==> config.mk <==
export PLATFORM = sky130hd
export DESIGN_NAME = mmcr_top
export DESIGN_NICKNAME = d
export VERILOG_FILES = /design/src/hw/mmcr_top.v /design/src/hw/mmcr_accum.v
export VERILOG_INCLUDE_DIRS = /design/src /design/src/hw
export SDC_FILE = /design/constraint.sdc
export NUM_CORES = 2
export LEC_CHECK = 0
export ABC_AREA = 1
export BUFFER_PORTS_ARGS = -buffer_cell sky130_fd_sc_hd__buf_2
export CELL_PAD_IN_SITES_DETAIL_PLACEMENT = 1
export CELL_PAD_IN_SITES_GLOBAL_PLACEMENT = 1
export CORE_AREA = 2 2 366 368
export DETAILED_ROUTE_END_ITERATION = 6
export DIE_AREA = 0 0 368 370
export GPL_TIMING_DRIVEN = 0
export PLACE_DENSITY_LB_ADDON = 0.1
export SETUP_SLACK_MARGIN = 0.15
export SLEW_MARGIN = 20
export SYNTH_ARGS = -nofsm -noshare
export SYNTH_HDL_FRONTEND = slang
export SYNTH_SLANG_ARGS = --single-unit
==> constraint.sdc <==
create_clock -name mclk -period 12.6 [get_ports mclk]
set_input_delay 1.89 -clock mclk [delete_from_list [all_inputs] [get_ports mclk]]
set_output_delay 1.89 -clock mclk [all_outputs]
set_load 0.01 [all_outputs]
==> src/hw/mmcr_consts.vh <==
// constants for the metering mode configuration registers
`ifndef MMCR_CONSTS_VH
`define MMCR_CONSTS_VH

// ----------------------------------------
// register offsets
// ----------------------------------------
`define MMCR_ADDR_MEAS 16'he700
`define MMCR_ADDR_ACCUM 16'he701
`define MMCR_ADDR_PKCNT 16'he710
`define MMCR_ADDR_PEAKSTAT 16'he711
`define MMCR_ADDR_PERLO 16'he712
`define MMCR_ADDR_PERHI 16'he713

// ----------------------------------------
// field positions
// ----------------------------------------
`define MMCR_PSRC_LSB 0
`define MMCR_PSRC_MSB 1
`define MMCR_PKSEL_LSB 2
`define MMCR_PKSEL_MSB 4
`define MMCR_WACC_LSB 0
`define MMCR_WACC_MSB 1
`define MMCR_VACC_LSB 2
`define MMCR_VACC_MSB 3

// ----------------------------------------
// reset values
// ----------------------------------------
`define MMCR_PSRC_RST 2'h0
`define MMCR_PKSEL_RST 3'h7
`define MMCR_WACC_RST 2'h0
`define MMCR_VACC_RST 2'h0
`define MMCR_PKCNT_RST 8'h00

// ----------------------------------------
// mode codes
// ----------------------------------------
`define MMCR_PER_PHA 2'h0
`define MMCR_PER_PHB 2'h1
`define MMCR_PER_PHC 2'h2
`define MMCR_WACC_ABS 2'h3
`define MMCR_VACC_COND 2'h2

`endif

==> src/hw/mmcr_top.v <==
// measurement and accumulation mode registers with the logic they steer
// How it works
// - period source code picks phase A, B, C
// - period code 11 acts as phase A
// - bits 2..4 enable peak capture per phase
// - any peak select combination works concurrently
// - zero crossings counted from every selected phase
// - mode bits 7..5 reserved, no effect
// - active code 00 accumulates signed
// - active codes 01, 10 act as signed
// - active code 11 accumulates absolute value
// - reactive code 00 accumulates signed
// - reactive code 10 follows active power sign
// - reactive codes 01, 11 act as signed
//
// The strobed register port is this design's own decision.
`timescale 1ns/1ps
`default_nettype none
`include "mmcr_consts.vh"

module mmcr_top #(
  parameter PW = 24,
  parameter AW = 32,
  parameter SW = 24,
  parameter PERW = 16
) (
  input wire mclk,
  input wire rstn,
  input wire [15:0] regAddr,
  input wire [7:0] regWdata,
  input wire regWr,
  input wire regRd,
  output reg [7:0] regRdata_r,
  input wire [2:0] zxIn,
  input wire sampValid,
  input wire [3*SW-1:0] vSamp,
  input wire [3*SW-1:0] iSamp,
  input wire powValid,
  input wire accClear,
  input wire [3*PW-1:0] actTot,
  input wire [3*PW-1:0] actFund,
  input wire [3*PW-1:0] reaTot,
  input wire [3*PW-1:0] reaFund,
  output wire [3*AW-1:0] actAccTot,
  output wire [3*AW-1:0] actAccFund,
  output wire [3*AW-1:0] reaAccTot,
  output wire [3*AW-1:0] reaAccFund,
  output reg [PERW-1:0] linePeriod_r,
  output reg periodValid_r,
  output reg [SW-1:0] vPeak_r,
  output reg [SW-1:0] iPeak_r,
  output reg [2:0] vPeakPhase_r,
  output reg [2:0] iPeakPhase_r,
  output reg peakDone_r
);

  // ----------------------------------------
  // helper functions
  // ----------------------------------------
  function [1:0] lineIdx;
    input [1:0] code;
    begin
      case (code)
        `MMCR_PER_PHB: lineIdx = 2'd1;
        `MMCR_PER_PHC: lineIdx = 2'd2;
        default: lineIdx = 2'd0;
      endcase
    end
  endfunction

  function [SW-1:0] absVal;
    input [SW-1:0] v;
    begin
      absVal = v[SW-1] ? (~v + {{(SW-1){1'b0}}, 1'b1}) : v;
    end
  endfunction

  function [1:0] ones3;
    input [2:0] b;
    begin
      ones3 = {1'b0, b[0]} + {1'b0, b[1]} + {1'b0, b[2]};
    end
  endfunction

  // ----------------------------------------
  // mode registers
  // ----------------------------------------
  reg [1:0] line_period_phase_select_r;
  reg [2:0] peak_phase_select_r;
  reg [1:0] active_accum_mode_r;
  reg [1:0] reactive_accum_mode_r;
  reg [7:0] peak_cycle_count_r;

  always @(posedge mclk or negedge rstn) begin
    if (!rstn) begin
      line_period_phase_select_r <= `MMCR_PSRC_RST;
      peak_phase_select_r <= `MMCR_PKSEL_RST;
      active_accum_mode_r <= `MMCR_WACC_RST;
      reactive_accum_mode_r <= `MMCR_VACC_RST;
      peak_cycle_count_r <= `MMCR_PKCNT_RST;
    end else if (regWr) begin
      case (regAddr)
        `MMCR_ADDR_MEAS: begin
          line_period_phase_select_r <= regWdata[`MMCR_PSRC_MSB:`MMCR_PSRC_LSB];
          peak_phase_select_r <= regWdata[`MMCR_PKSEL_MSB:`MMCR_PKSEL_LSB];
          // upper bits dropped, they steer nothing
        end
        `MMCR_ADDR_ACCUM: begin
          active_accum_mode_r <= regWdata[`MMCR_WACC_MSB:`MMCR_WACC_LSB];
          reactive_accum_mode_r <= regWdata[`MMCR_VACC_MSB:`MMCR_VACC_LSB];
        end
        `MMCR_ADDR_PKCNT: begin
          peak_cycle_count_r <= regWdata;
        end
        default: begin
          peak_cycle_count_r <= peak_cycle_count_r;
        end
      endcase
    end
  end

  // ----------------------------------------
  // register read port
  // ----------------------------------------
  reg [7:0] rdMux;

  always @* begin
    case (regAddr)
      `MMCR_ADDR_MEAS: rdMux = {3'h0, peak_phase_select_r, line_period_phase_select_r};
      `MMCR_ADDR_ACCUM: rdMux = {4'h0, reactive_accum_mode_r, active_accum_mode_r};
      `MMCR_ADDR_PKCNT: rdMux = peak_cycle_count_r;
      `MMCR_ADDR_PEAKSTAT: rdMux = {2'h0, iPeakPhase_r, vPeakPhase_r};
      `MMCR_ADDR_PERLO: rdMux = linePeriod_r[7:0];
      `MMCR_ADDR_PERHI: rdMux = linePeriod_r[15:8];
      default: rdMux = 8'h00;
    endcase
  end

  always @(posedge mclk or negedge rstn) begin
    if (!rstn) begin
      regRdata_r <= 8'h00;
    end else if (regRd) begin
      regRdata_r <= rdMux;
    end else begin
      regRdata_r <= 8'h00;
    end
  end

  // ----------------------------------------
  // line period measurement
  // ----------------------------------------
  reg [PERW-1:0] perCnt_r;
  reg perArmed_r;
  wire perZx;

  assign perZx = zxIn[lineIdx(line_period_phase_select_r)];

  always @(posedge mclk or negedge rstn) begin
    if (!rstn) begin
      perCnt_r <= {PERW{1'b0}};
      perArmed_r <= 1'b0;
      linePeriod_r <= {PERW{1'b0}};
      periodValid_r <= 1'b0;
    end else begin
      periodValid_r <= 1'b0;
      if (perZx) begin
        perCnt_r <= {{(PERW-1){1'b0}}, 1'b1};
        perArmed_r <= 1'b1;
        if (perArmed_r) begin
          linePeriod_r <= perCnt_r;
          periodValid_r <= 1'b1;
        end
      end else if (perCnt_r != {PERW{1'b1}}) begin
        perCnt_r <= perCnt_r + {{(PERW-1){1'b0}}, 1'b1};
      end
    end
  end

  // ----------------------------------------
  // peak detection over selected phases
  // ----------------------------------------
  reg [SW-1:0] vRun_r;
  reg [SW-1:0] iRun_r;
  reg [2:0] vRunPh_r;
  reg [2:0] iRunPh_r;
  reg [8:0] pkZxCnt_r;
  reg [SW-1:0] vRunNxt;
  reg [SW-1:0] iRunNxt;
  reg [2:0] vRunPhNxt;
  reg [2:0] iRunPhNxt;
  reg [SW-1:0] vAbs;
  reg [SW-1:0] iAbs;
  integer k;
  wire [2:0] pkZx;
  wire [8:0] pkZxSum;
  wire pkEnd;

  assign pkZx = zxIn & peak_phase_select_r;
  assign pkZxSum = pkZxCnt_r + {7'h00, ones3(pkZx)};
  assign pkEnd = (peak_cycle_count_r != 8'h00) && (pkZx != 3'h0) && (pkZxSum >= {1'b0, peak_cycle_count_r});

  always @* begin
    vRunNxt = vRun_r;
    iRunNxt = iRun_r;
    vRunPhNxt = vRunPh_r;
    iRunPhNxt = iRunPh_r;
    vAbs = {SW{1'b0}};
    iAbs = {SW{1'b0}};
    for (k = 0; k < 3; k = k + 1) begin
      if (sampValid && peak_phase_select_r[k]) begin
        vAbs = absVal(vSamp[k*SW +: SW]);
        iAbs = absVal(iSamp[k*SW +: SW]);
        if (vAbs > vRunNxt) begin
          vRunNxt = vAbs;
          vRunPhNxt = 3'h0;
          vRunPhNxt[k] = 1'b1;
        end else if (vAbs == vRunNxt && vAbs != {SW{1'b0}}) begin
          vRunPhNxt[k] = 1'b1;
        end
        if (iAbs > iRunNxt) begin
          iRunNxt = iAbs;
          iRunPhNxt = 3'h0;
          iRunPhNxt[k] = 1'b1;
        end else if (iAbs == iRunNxt && iAbs != {SW{1'b0}}) begin
          iRunPhNxt[k] = 1'b1;
        end
      end
    end
  end

  always @(posedge mclk or negedge rstn) begin
    if (!rstn) begin
      vRun_r <= {SW{1'b0}};
      iRun_r <= {SW{1'b0}};
      vRunPh_r <= 3'h0;
      iRunPh_r <= 3'h0;
      pkZxCnt_r <= 9'h000;
      vPeak_r <= {SW{1'b0}};
      iPeak_r <= {SW{1'b0}};
      vPeakPhase_r <= 3'h0;
      iPeakPhase_r <= 3'h0;
      peakDone_r <= 1'b0;
    end else begin
      peakDone_r <= 1'b0;
      if (pkEnd) begin
        vPeak_r <= vRunNxt;
        iPeak_r <= iRunNxt;
        vPeakPhase_r <= vRunPhNxt;
        iPeakPhase_r <= iRunPhNxt;
        peakDone_r <= 1'b1;
        vRun_r <= {SW{1'b0}};
        iRun_r <= {SW{1'b0}};
        vRunPh_r <= 3'h0;
        iRunPh_r <= 3'h0;
        pkZxCnt_r <= 9'h000;
      end else begin
        vRun_r <= vRunNxt;
        iRun_r <= iRunNxt;
        vRunPh_r <= vRunPhNxt;
        iRunPh_r <= iRunPhNxt;
        pkZxCnt_r <= pkZxSum;
      end
    end
  end

  // ----------------------------------------
  // accumulation mode decode
  // ----------------------------------------
  wire actAbs;
  wire reaCond;

  assign actAbs = (active_accum_mode_r == `MMCR_WACC_ABS);
  assign reaCond = (reactive_accum_mode_r == `MMCR_VACC_COND);

  // ----------------------------------------
  // accumulators, four kinds per phase
  // ----------------------------------------
  genvar g;
  generate
    for (g = 0; g < 3; g = g + 1) begin : gPhase
      mmcr_accum #(.PW(PW), .AW(AW)) uActTot (
        .mclk(mclk),
        .rstn(rstn),
        .clear(accClear),
        .strobe(powValid),
        .power(actTot[g*PW +: PW]),
        .refNeg(1'b0),
        .absMode(actAbs),
        .condMode(1'b0),
        .acc_r(actAccTot[g*AW +: AW])
      );
      mmcr_accum #(.PW(PW), .AW(AW)) uActFund (
        .mclk(mclk),
        .rstn(rstn),
        .clear(accClear),
        .strobe(powValid),
        .power(actFund[g*PW +: PW]),
        .refNeg(1'b0),
        .absMode(actAbs),
        .condMode(1'b0),
        .acc_r(actAccFund[g*AW +: AW])
      );
      mmcr_accum #(.PW(PW), .AW(AW)) uReaTot (
        .mclk(mclk),
        .rstn(rstn),
        .clear(accClear),
        .strobe(powValid),
        .power(reaTot[g*PW +: PW]),
        .refNeg(actTot[g*PW+PW-1]),
        .absMode(1'b0),
        .condMode(reaCond),
        .acc_r(reaAccTot[g*AW +: AW])
      );
      mmcr_accum #(.PW(PW), .AW(AW)) uReaFund (
        .mclk(mclk),
        .rstn(rstn),
        .clear(accClear),
        .strobe(powValid),
        .power(reaFund[g*PW +: PW]),
        .refNeg(actFund[g*PW+PW-1]),
        .absMode(1'b0),
        .condMode(reaCond),
        .acc_r(reaAccFund[g*AW +: AW])
      );
    end
  endgenerate

endmodule // mmcr_top

`default_nettype wire

==> src/hw/mmcr_accum.v <==
// one energy accumulator with signed, absolute and sign-conditioned modes
`timescale 1ns/1ps
`default_nettype none

module mmcr_accum #(
  parameter PW = 24,
  parameter AW = 32
) (
  input wire mclk,
  input wire rstn,
  input wire clear,
  input wire strobe,
  input wire [PW-1:0] power,
  input wire refNeg,
  input wire absMode,
  input wire condMode,
  output reg [AW-1:0] acc_r
);

  wire [AW-1:0] ext;
  reg [AW-1:0] addend;

  assign ext = {{(AW-PW){power[PW-1]}}, power};

  // ----------------------------------------
  // addend selection
  // ----------------------------------------
  always @* begin
    addend = ext;
    if (absMode && power[PW-1]) begin
      addend = -ext;
    end else if (condMode && refNeg) begin
      addend = -ext;
    end
  end

  // ----------------------------------------
  // accumulator; mode changes never touch the sum
  // ----------------------------------------
  always @(posedge mclk or negedge rstn) begin
    if (!rstn) begin
      acc_r <= {AW{1'b0}};
    end else if (clear) begin
      acc_r <= {AW{1'b0}};
    end else if (strobe) begin
      acc_r <= acc_r + addend;
    end
  end

endmodule // mmcr_accum

`default_nettype wire

# [Word-level counts from Yosys, hierarchy flattened]
# Cells that the tools add are included.
# W data, S select, Z words.
[op_classes] addsub=34 multipliers=0 div_mod_pow=0 magnitude_cmp=8 n_eq_ne=17 shifts=0 mux=95 bitwise=7 n_reduce_logical=37
[ops] op="$mux W32" n=36
[ops] op="$mux W24" n=20
[ops] op="$add A32 B32 Y32" n=12
[ops] op="$neg A32 Y32" n=12
[ops] op="$add A24 B1 Y24 const B" n=6
[ops] op="$eq A24 B24 Y1" n=6
[ops] op="$gt A24 B24 Y1" n=6
[ops] op="$not A24 Y24" n=6
[ops] op="$reduce_bool A24 Y1" n=6
[ops] op="$eq A16 B16 Y1 const B" n=6
[ops] op="$pmux W8 S6" n=1
[ops] op="$mux W16" n=2
[ops] op="$mux W3" n=8
[ops] op="$logic_and A1 B1 Y1" n=23
[ops] op="$mux W1" n=20
[ops] op="$add A16 B1 Y16 const B" n=1
[ops] op="$ne A16 B16 Y1 const B" n=1
[ops] op="$add A9 B2 Y9" n=1
[ops] op="$ge A9 B8 Y1" n=1
[ops] op="$mux W9" n=1
[ops] op="$mux W2" n=4
[ops] op="$mux W8" n=1
[ops] op="$reduce_and A2 Y1" n=4
[ops] op="$reduce_bool A8 Y1" n=1
[ops] op="other kinds (10)" n=13
[word_totals] reg_bits=561 latchBits=0 ram_bits=0 romBits=0 input_bits=466 output_inout_bits=464 elab_cells=230 memories=0

# [Depth between registers and ports, before layout]
[depth] depth_word=15 mapped_depth=54

# [Hierarchy]
# A second synthesis with hierarchy kept.
[unflattened] hier_cells=11166 hier_area_um2=68076.5
[modules_own_cells] mod="mmcr_accum at gPhase[0].uActTot ..." n_inst=8 cells_per_inst=710 area_per_inst_um2=4180.3
[modules_own_cells] mod="mmcr_top" n_inst=1 cells_per_inst=2634 area_per_inst_um2=17770.8
[modules_own_cells] mod="mmcr_accum at gPhase[0].uActFund ..." n_inst=2 cells_per_inst=722 area_per_inst_um2=4244.1
[modules_own_cells] mod="mmcr_accum at gPhase[1].uActTot" n_inst=1 cells_per_inst=710 area_per_inst_um2=4205.3
[modules_own_cells] mod="mmcr_accum at gPhase[0].uReaTot" n_inst=1 cells_per_inst=698 area_per_inst_um2=4170.2

# [Worst setup path before layout]
# OpenSTA, ideal clock, no wires.
[synth_path] path_kind="input to register" start="input port vSamp[0]" end="register vPeak_r[22]" arrival_ns=8.210 t_required_ns=12.482 path_slack_ns=4.272 stages=44 path_cell_list="inv_1 -> ha_1 -> nand2_1 -> nor2_1 -> nand4_1 -> o31ai_1 -> o21ai_0 -> xor2_1 -> inv_1 -> ha_1 -> nand2_1 -> nor2_1 -> nand2_1 -> nor2_1 -> a21oi_1 -> nand2_2 -> clkbuf_1 -> clkbuf_1 -> [... 8 more ...] -> nand2_4 -> buf_6 -> nand2_1 -> and2_1 -> ha_1 -> nand2_1 -> inv_1 -> nand3_1 -> nor4_1 -> nor4b_1 -> nand2_1 -> nand4_1 -> nand3_1 -> inv_1 -> clkbuf_1 -> nand3_1 -> nand3_1 -> nand2_1"
[synth_via] elab_chain_cells=12
[synth_lines] element="start: declaration" line="mmcr_top.v:36" source="input wire [3*SW-1:0] vSamp,"
[synth_lines] element="$not A24 Y24" line="mmcr_top.v:74" source="absVal = v[SW-1] ? (~v + {{(SW-1){1'b0}}, 1'b1}) : v;"
[synth_lines] element="$add A24 B1 Y24" line="mmcr_top.v:74"
[synth_lines] element="$mux W24 *" line="mmcr_top.v:74"
[synth_lines] element="$gt A24 B24 Y1" line="mmcr_top.v:213" source="if (vAbs > vRunNxt) begin"
[synth_lines] element="$mux W24 *" line="mmcr_top.v:213"
[synth_lines] element="$mux W24 *" line="mmcr_top.v:210" source="if (sampValid && peak_phase_select_r[k]) begin"
[synth_lines] element="$gt A24 B24 Y1" line="mmcr_top.v:213"
[synth_lines] element="$mux W24" line="mmcr_top.v:213"
[synth_lines] element="$mux W24 *" line="mmcr_top.v:210"
[synth_lines] element="$gt A24 B24 Y1" line="mmcr_top.v:213"
[synth_lines] element="$mux W24" line="mmcr_top.v:213"
[synth_lines] element="$mux W24 *" line="mmcr_top.v:210"
[synth_lines] element="end signal: assignment" line="mmcr_top.v:238" source="vPeak_r <= {SW{1'b0}};"
[synth_lines] element="end signal: assignment" line="mmcr_top.v:246" source="vPeak_r <= vRunNxt;"
[synth_lines] element="end: declaration" line="mmcr_top.v:50" source="output reg [SW-1:0] vPeak_r,"
# Every way passes the cells marked *; elsewhere a longest branch is shown, timed or not.
# A chain may end at the register's enable or synchronous reset.

# [Worst setup path after layout]
[layout_path] start="input port iSamp[0]" end="register iPeak_r[20]"
[layout_via] elab_chain_cells=12
[layout_lines] element="start: declaration" line="mmcr_top.v:37" source="input wire [3*SW-1:0] iSamp,"
[layout_lines] element="$not A24 Y24" line="mmcr_top.v:74"
[layout_lines] element="$add A24 B1 Y24" line="mmcr_top.v:74"
[layout_lines] element="$mux W24 *" line="mmcr_top.v:74"
[layout_lines] element="$gt A24 B24 Y1" line="mmcr_top.v:220" source="if (iAbs > iRunNxt) begin"
[layout_lines] element="$mux W24 *" line="mmcr_top.v:220"
[layout_lines] element="$mux W24 *" line="mmcr_top.v:210"
[layout_lines] element="$gt A24 B24 Y1" line="mmcr_top.v:220"
[layout_lines] element="$mux W24" line="mmcr_top.v:220"
[layout_lines] element="$mux W24 *" line="mmcr_top.v:210"
[layout_lines] element="$gt A24 B24 Y1" line="mmcr_top.v:220"
[layout_lines] element="$mux W24" line="mmcr_top.v:220"
[layout_lines] element="$mux W24 *" line="mmcr_top.v:210"
[layout_lines] element="end signal: assignment" line="mmcr_top.v:239" source="iPeak_r <= {SW{1'b0}};"
[layout_lines] element="end signal: assignment" line="mmcr_top.v:247" source="iPeak_r <= iRunNxt;"
[layout_lines] element="end: declaration" line="mmcr_top.v:51" source="output reg [SW-1:0] iPeak_r,"
# Marked as above.

==> impl_metrics.ini <==
[status]
outcome = finished clean

[yosys]
synth_area_per_cell_um2 = 6.71
synthCells = 8297
syn-num-nets = 9319
async_flop_share = 1.00
synth_warnings = 0
ys_ff_latch = 561
syn_area_mm2 = 0.0556
synth_edf_count = 0
synthFlopType = dfrtp_1
synth_seq_area_share = 0.252
ys_types = 66

[timing]
fmax_mhz = 88.0
setup_tns_ns = 0
worst_pin_slew_ns = 1.23
layout_min_cycle_time_ns = 11.37
slew_headroom = 0.177
finalClockSkew_ns = 0.0340
final-hold-violation-count = 0
grt_setup_unrepaired = no
min_period_over_period = 0.902
finalMaxSlewViolations = 0
final-setup-viol-count = 0

[critical_path]
crit_start = iSamp[0]
worst_setup_path_start_kind = primary input
cp_num_buf_inv = 13
arrival_ns = 11.94
crit_type = in2reg
cp_slowest_cell = nor4_1
worstReg2RegStart = iRun_r[21]
cp_top_family = simple AND/OR/NAND/NOR gates
worstPathRequired_ns = 13.17
worstPathMaxFanout = 10
slowest_delay_ns = 0.69
critPathCaptureType = flip-flop
cpMostUsedCell = nand2_1

[floorplan]
core-area_mm2 = 0.132
die_x_um = 368
rows = 134
io_pins = 930
chipHeight_um = 370
dieArea_mm2 = 0.136
initial_core_util = 0.420

[grt]
gr-usage-all-layers = 0.375
grt_overflow_total = 0
antenna_found_initial = 77
grt_pass1_vias = 63300
grt_max_degree = 88
grt_pass1_wl_mm = 390

[clock_network]
numCtsBuffers = 78
clock_latency_ns = 0.71
clk_pin_slew_worst_paths_ns = 0.06
cts.sinks = 561
post-cts-setup-buffers = 0
cts_tree = built
cts_max_level = 3
post_cts_resized = 0
cts_root_buffer = clkbuf_16
hold_buffers = 0
clk_path_buf_depth = 3

[route]
wirelength_mm = 264
firstDrtPassIters = 5
drtIter0Drc = 4265
vias_per_cell = 5.64
vias = 63100
ant_nets = 0
wl_per_cell_um = 23.6
drc = 0

[finish]
final_cell_mix = nand2_1, inv_1, buf_2
drive_gt1_frac = 0.141
final_common_cell = nand2_1
fillers = 17900
synthToLayoutAreaGrowth_pct = 18.0
fin_nets = 10300

[worst_hold_path]
hp-start = perArmed_r
hold_class = reg2reg

[placement]
globalplace.congestion = 0.983
hpwl_mm = 221
io_buffer_count = 925

[pwr]
vdd_drop_max_uv = 92.6
total_power_mw = 7.19
cellLeakagePower_nw = 35.1
power_per_cell_area_mw_per_mm2 = 110

[run]
cap_violations = 0
==> per-layer routing <==
metal,share of wire,vias to the layer above,track usage
met5,0.00093,-,0
met4,0.055,40,0.188
met3,0.078,539,0.0883
met2,0.44,1815,0.594
met1,0.42,31000,0.476
li1,-,29700,-
==> layout make-up <==
cell class,count,area [um^2],area share
multi-input combinational,6552,37000,0.564
sequential,561,14000,0.214
timing repair buffer,937,4950,0.0755
inverter,1007,3780,0.0576
clock buffer,106,2270,0.0346
tap,1768,2210,0.0337
buffer,177,790,0.0120
clock inverter,35,423,0.00644
antenna,43,108,0.00164
==> flip-flops by register name (all words and copies together) (netlist names), 8 cells and up <==
signal and flops:
gPhase.uReaFund.acc_r 96, pkZxCnt_r 9, iRun_r 24, vRun_r 24, regRdata_r 8, linePeriod_r 16
gPhase.uReaTot.acc_r 96, gPhase.uActFund.acc_r 96, iPeak_r 24, vPeak_r 24, perCnt_r 16, gPhase.uActTot.acc_r 96
peak_cycle_count_r 8
==> worst register-to-register path: cells and delay by family, from the launching register on <==
family / cells / cell delay (ns)
adder cells (fa/ha/maj): 3 / 0.92
AO/OA/AOI/OAI: 2 / 0.33
AND/OR/NAND/NOR: 26 / 4.80
flip-flops: 1 / 0.41
buffers and inverters: 11 / 2.28
==> kinds of logic after synthesis <==
logic type,synth area share
xor+xnor,0.0697
mux,0.000607
compound gates,0.177
flops,0.252
simple gates,0.292
buf+inv,0.0818
fa+ha+maj,0.127
==> Yosys cell counts, types with 20 or more instances <==
cell type	instances	area share
ha_1	542	0.12
o221ai_1	35	0.0055
xor2_1	304	0.048
xnor2_1	133	0.021
a21oi_1	706	0.064
nor3_1	163	0.015
o21bai_1	25	0.0034
and2_1	46	0.0052
or2_2	78	0.0088
a21o_1	32	0.0043
o21ai_0	554	0.050
o31ai_1	68	0.0092
nand3_1	343	0.031
o21a_1	27	0.0036
nand4_1	70	0.0079
nor4_1	49	0.0055
a31oi_1	94	0.011
clkbuf_1	143	0.0096
nand3b_1	23	0.0031
nand2_2	20	0.0022
a22o_1	33	0.0052
nand3_2	35	0.0063
nand2_1	2056	0.14
inv_1	982	0.066
o21ai_1	46	0.0041
nor2_1	868	0.059
dfrtp_1	558	0.25
==> power by group <==
part / switching [mW] / internal (mW) / total (mW) / leakage [nW]
logic: 1.76 / 0.855 / 2.61 / 26.3
registers: 0.196 / 1.97 / 2.16 / 7.50
clock network: 0.986 / 1.43 / 2.41 / 1.32
total: 2.94 / 4.25 / 7.19 / 35.1
==> metrics by stage <==
stage | area [um^2] | setup slack [ns] | cells | hold WS (ns) | utilization
final | 65600 | 1.23 | 11200 | 0.466 | 0.495
after global routing | 65600 | 0.547 | 11200 | 0.496 | 0.495
after CTS | 65500 | 1.57 | 11100 | 0.470 | 0.495
after detailed placement | 62800 | 0.887 | 11000 | 0.450 | 0.474
after global placement | 62500 | -3.46 | 11000 | 0.439 | 0.472
after floorplan | 55600 | 4.27 | 8297 | 0.423 | -
==> path summary, 6_finish.rpt <==
check                                                to  slack, ns  depth (start not counted)
min                                          perArmed_r       0.47                          2
min in group asynchronous                    vRun_r[15]       1.17                          1
max                                         iPeak_r[20]       1.23                         52
min reg2reg                                  perArmed_r       0.47                          2
max in group asynchronous  gPhase[2].uReaFund.acc_r[19]      10.07                          3
max reg2reg                                 iPeak_r[20]       3.73                         42
(Power assumes the default switching activity.)
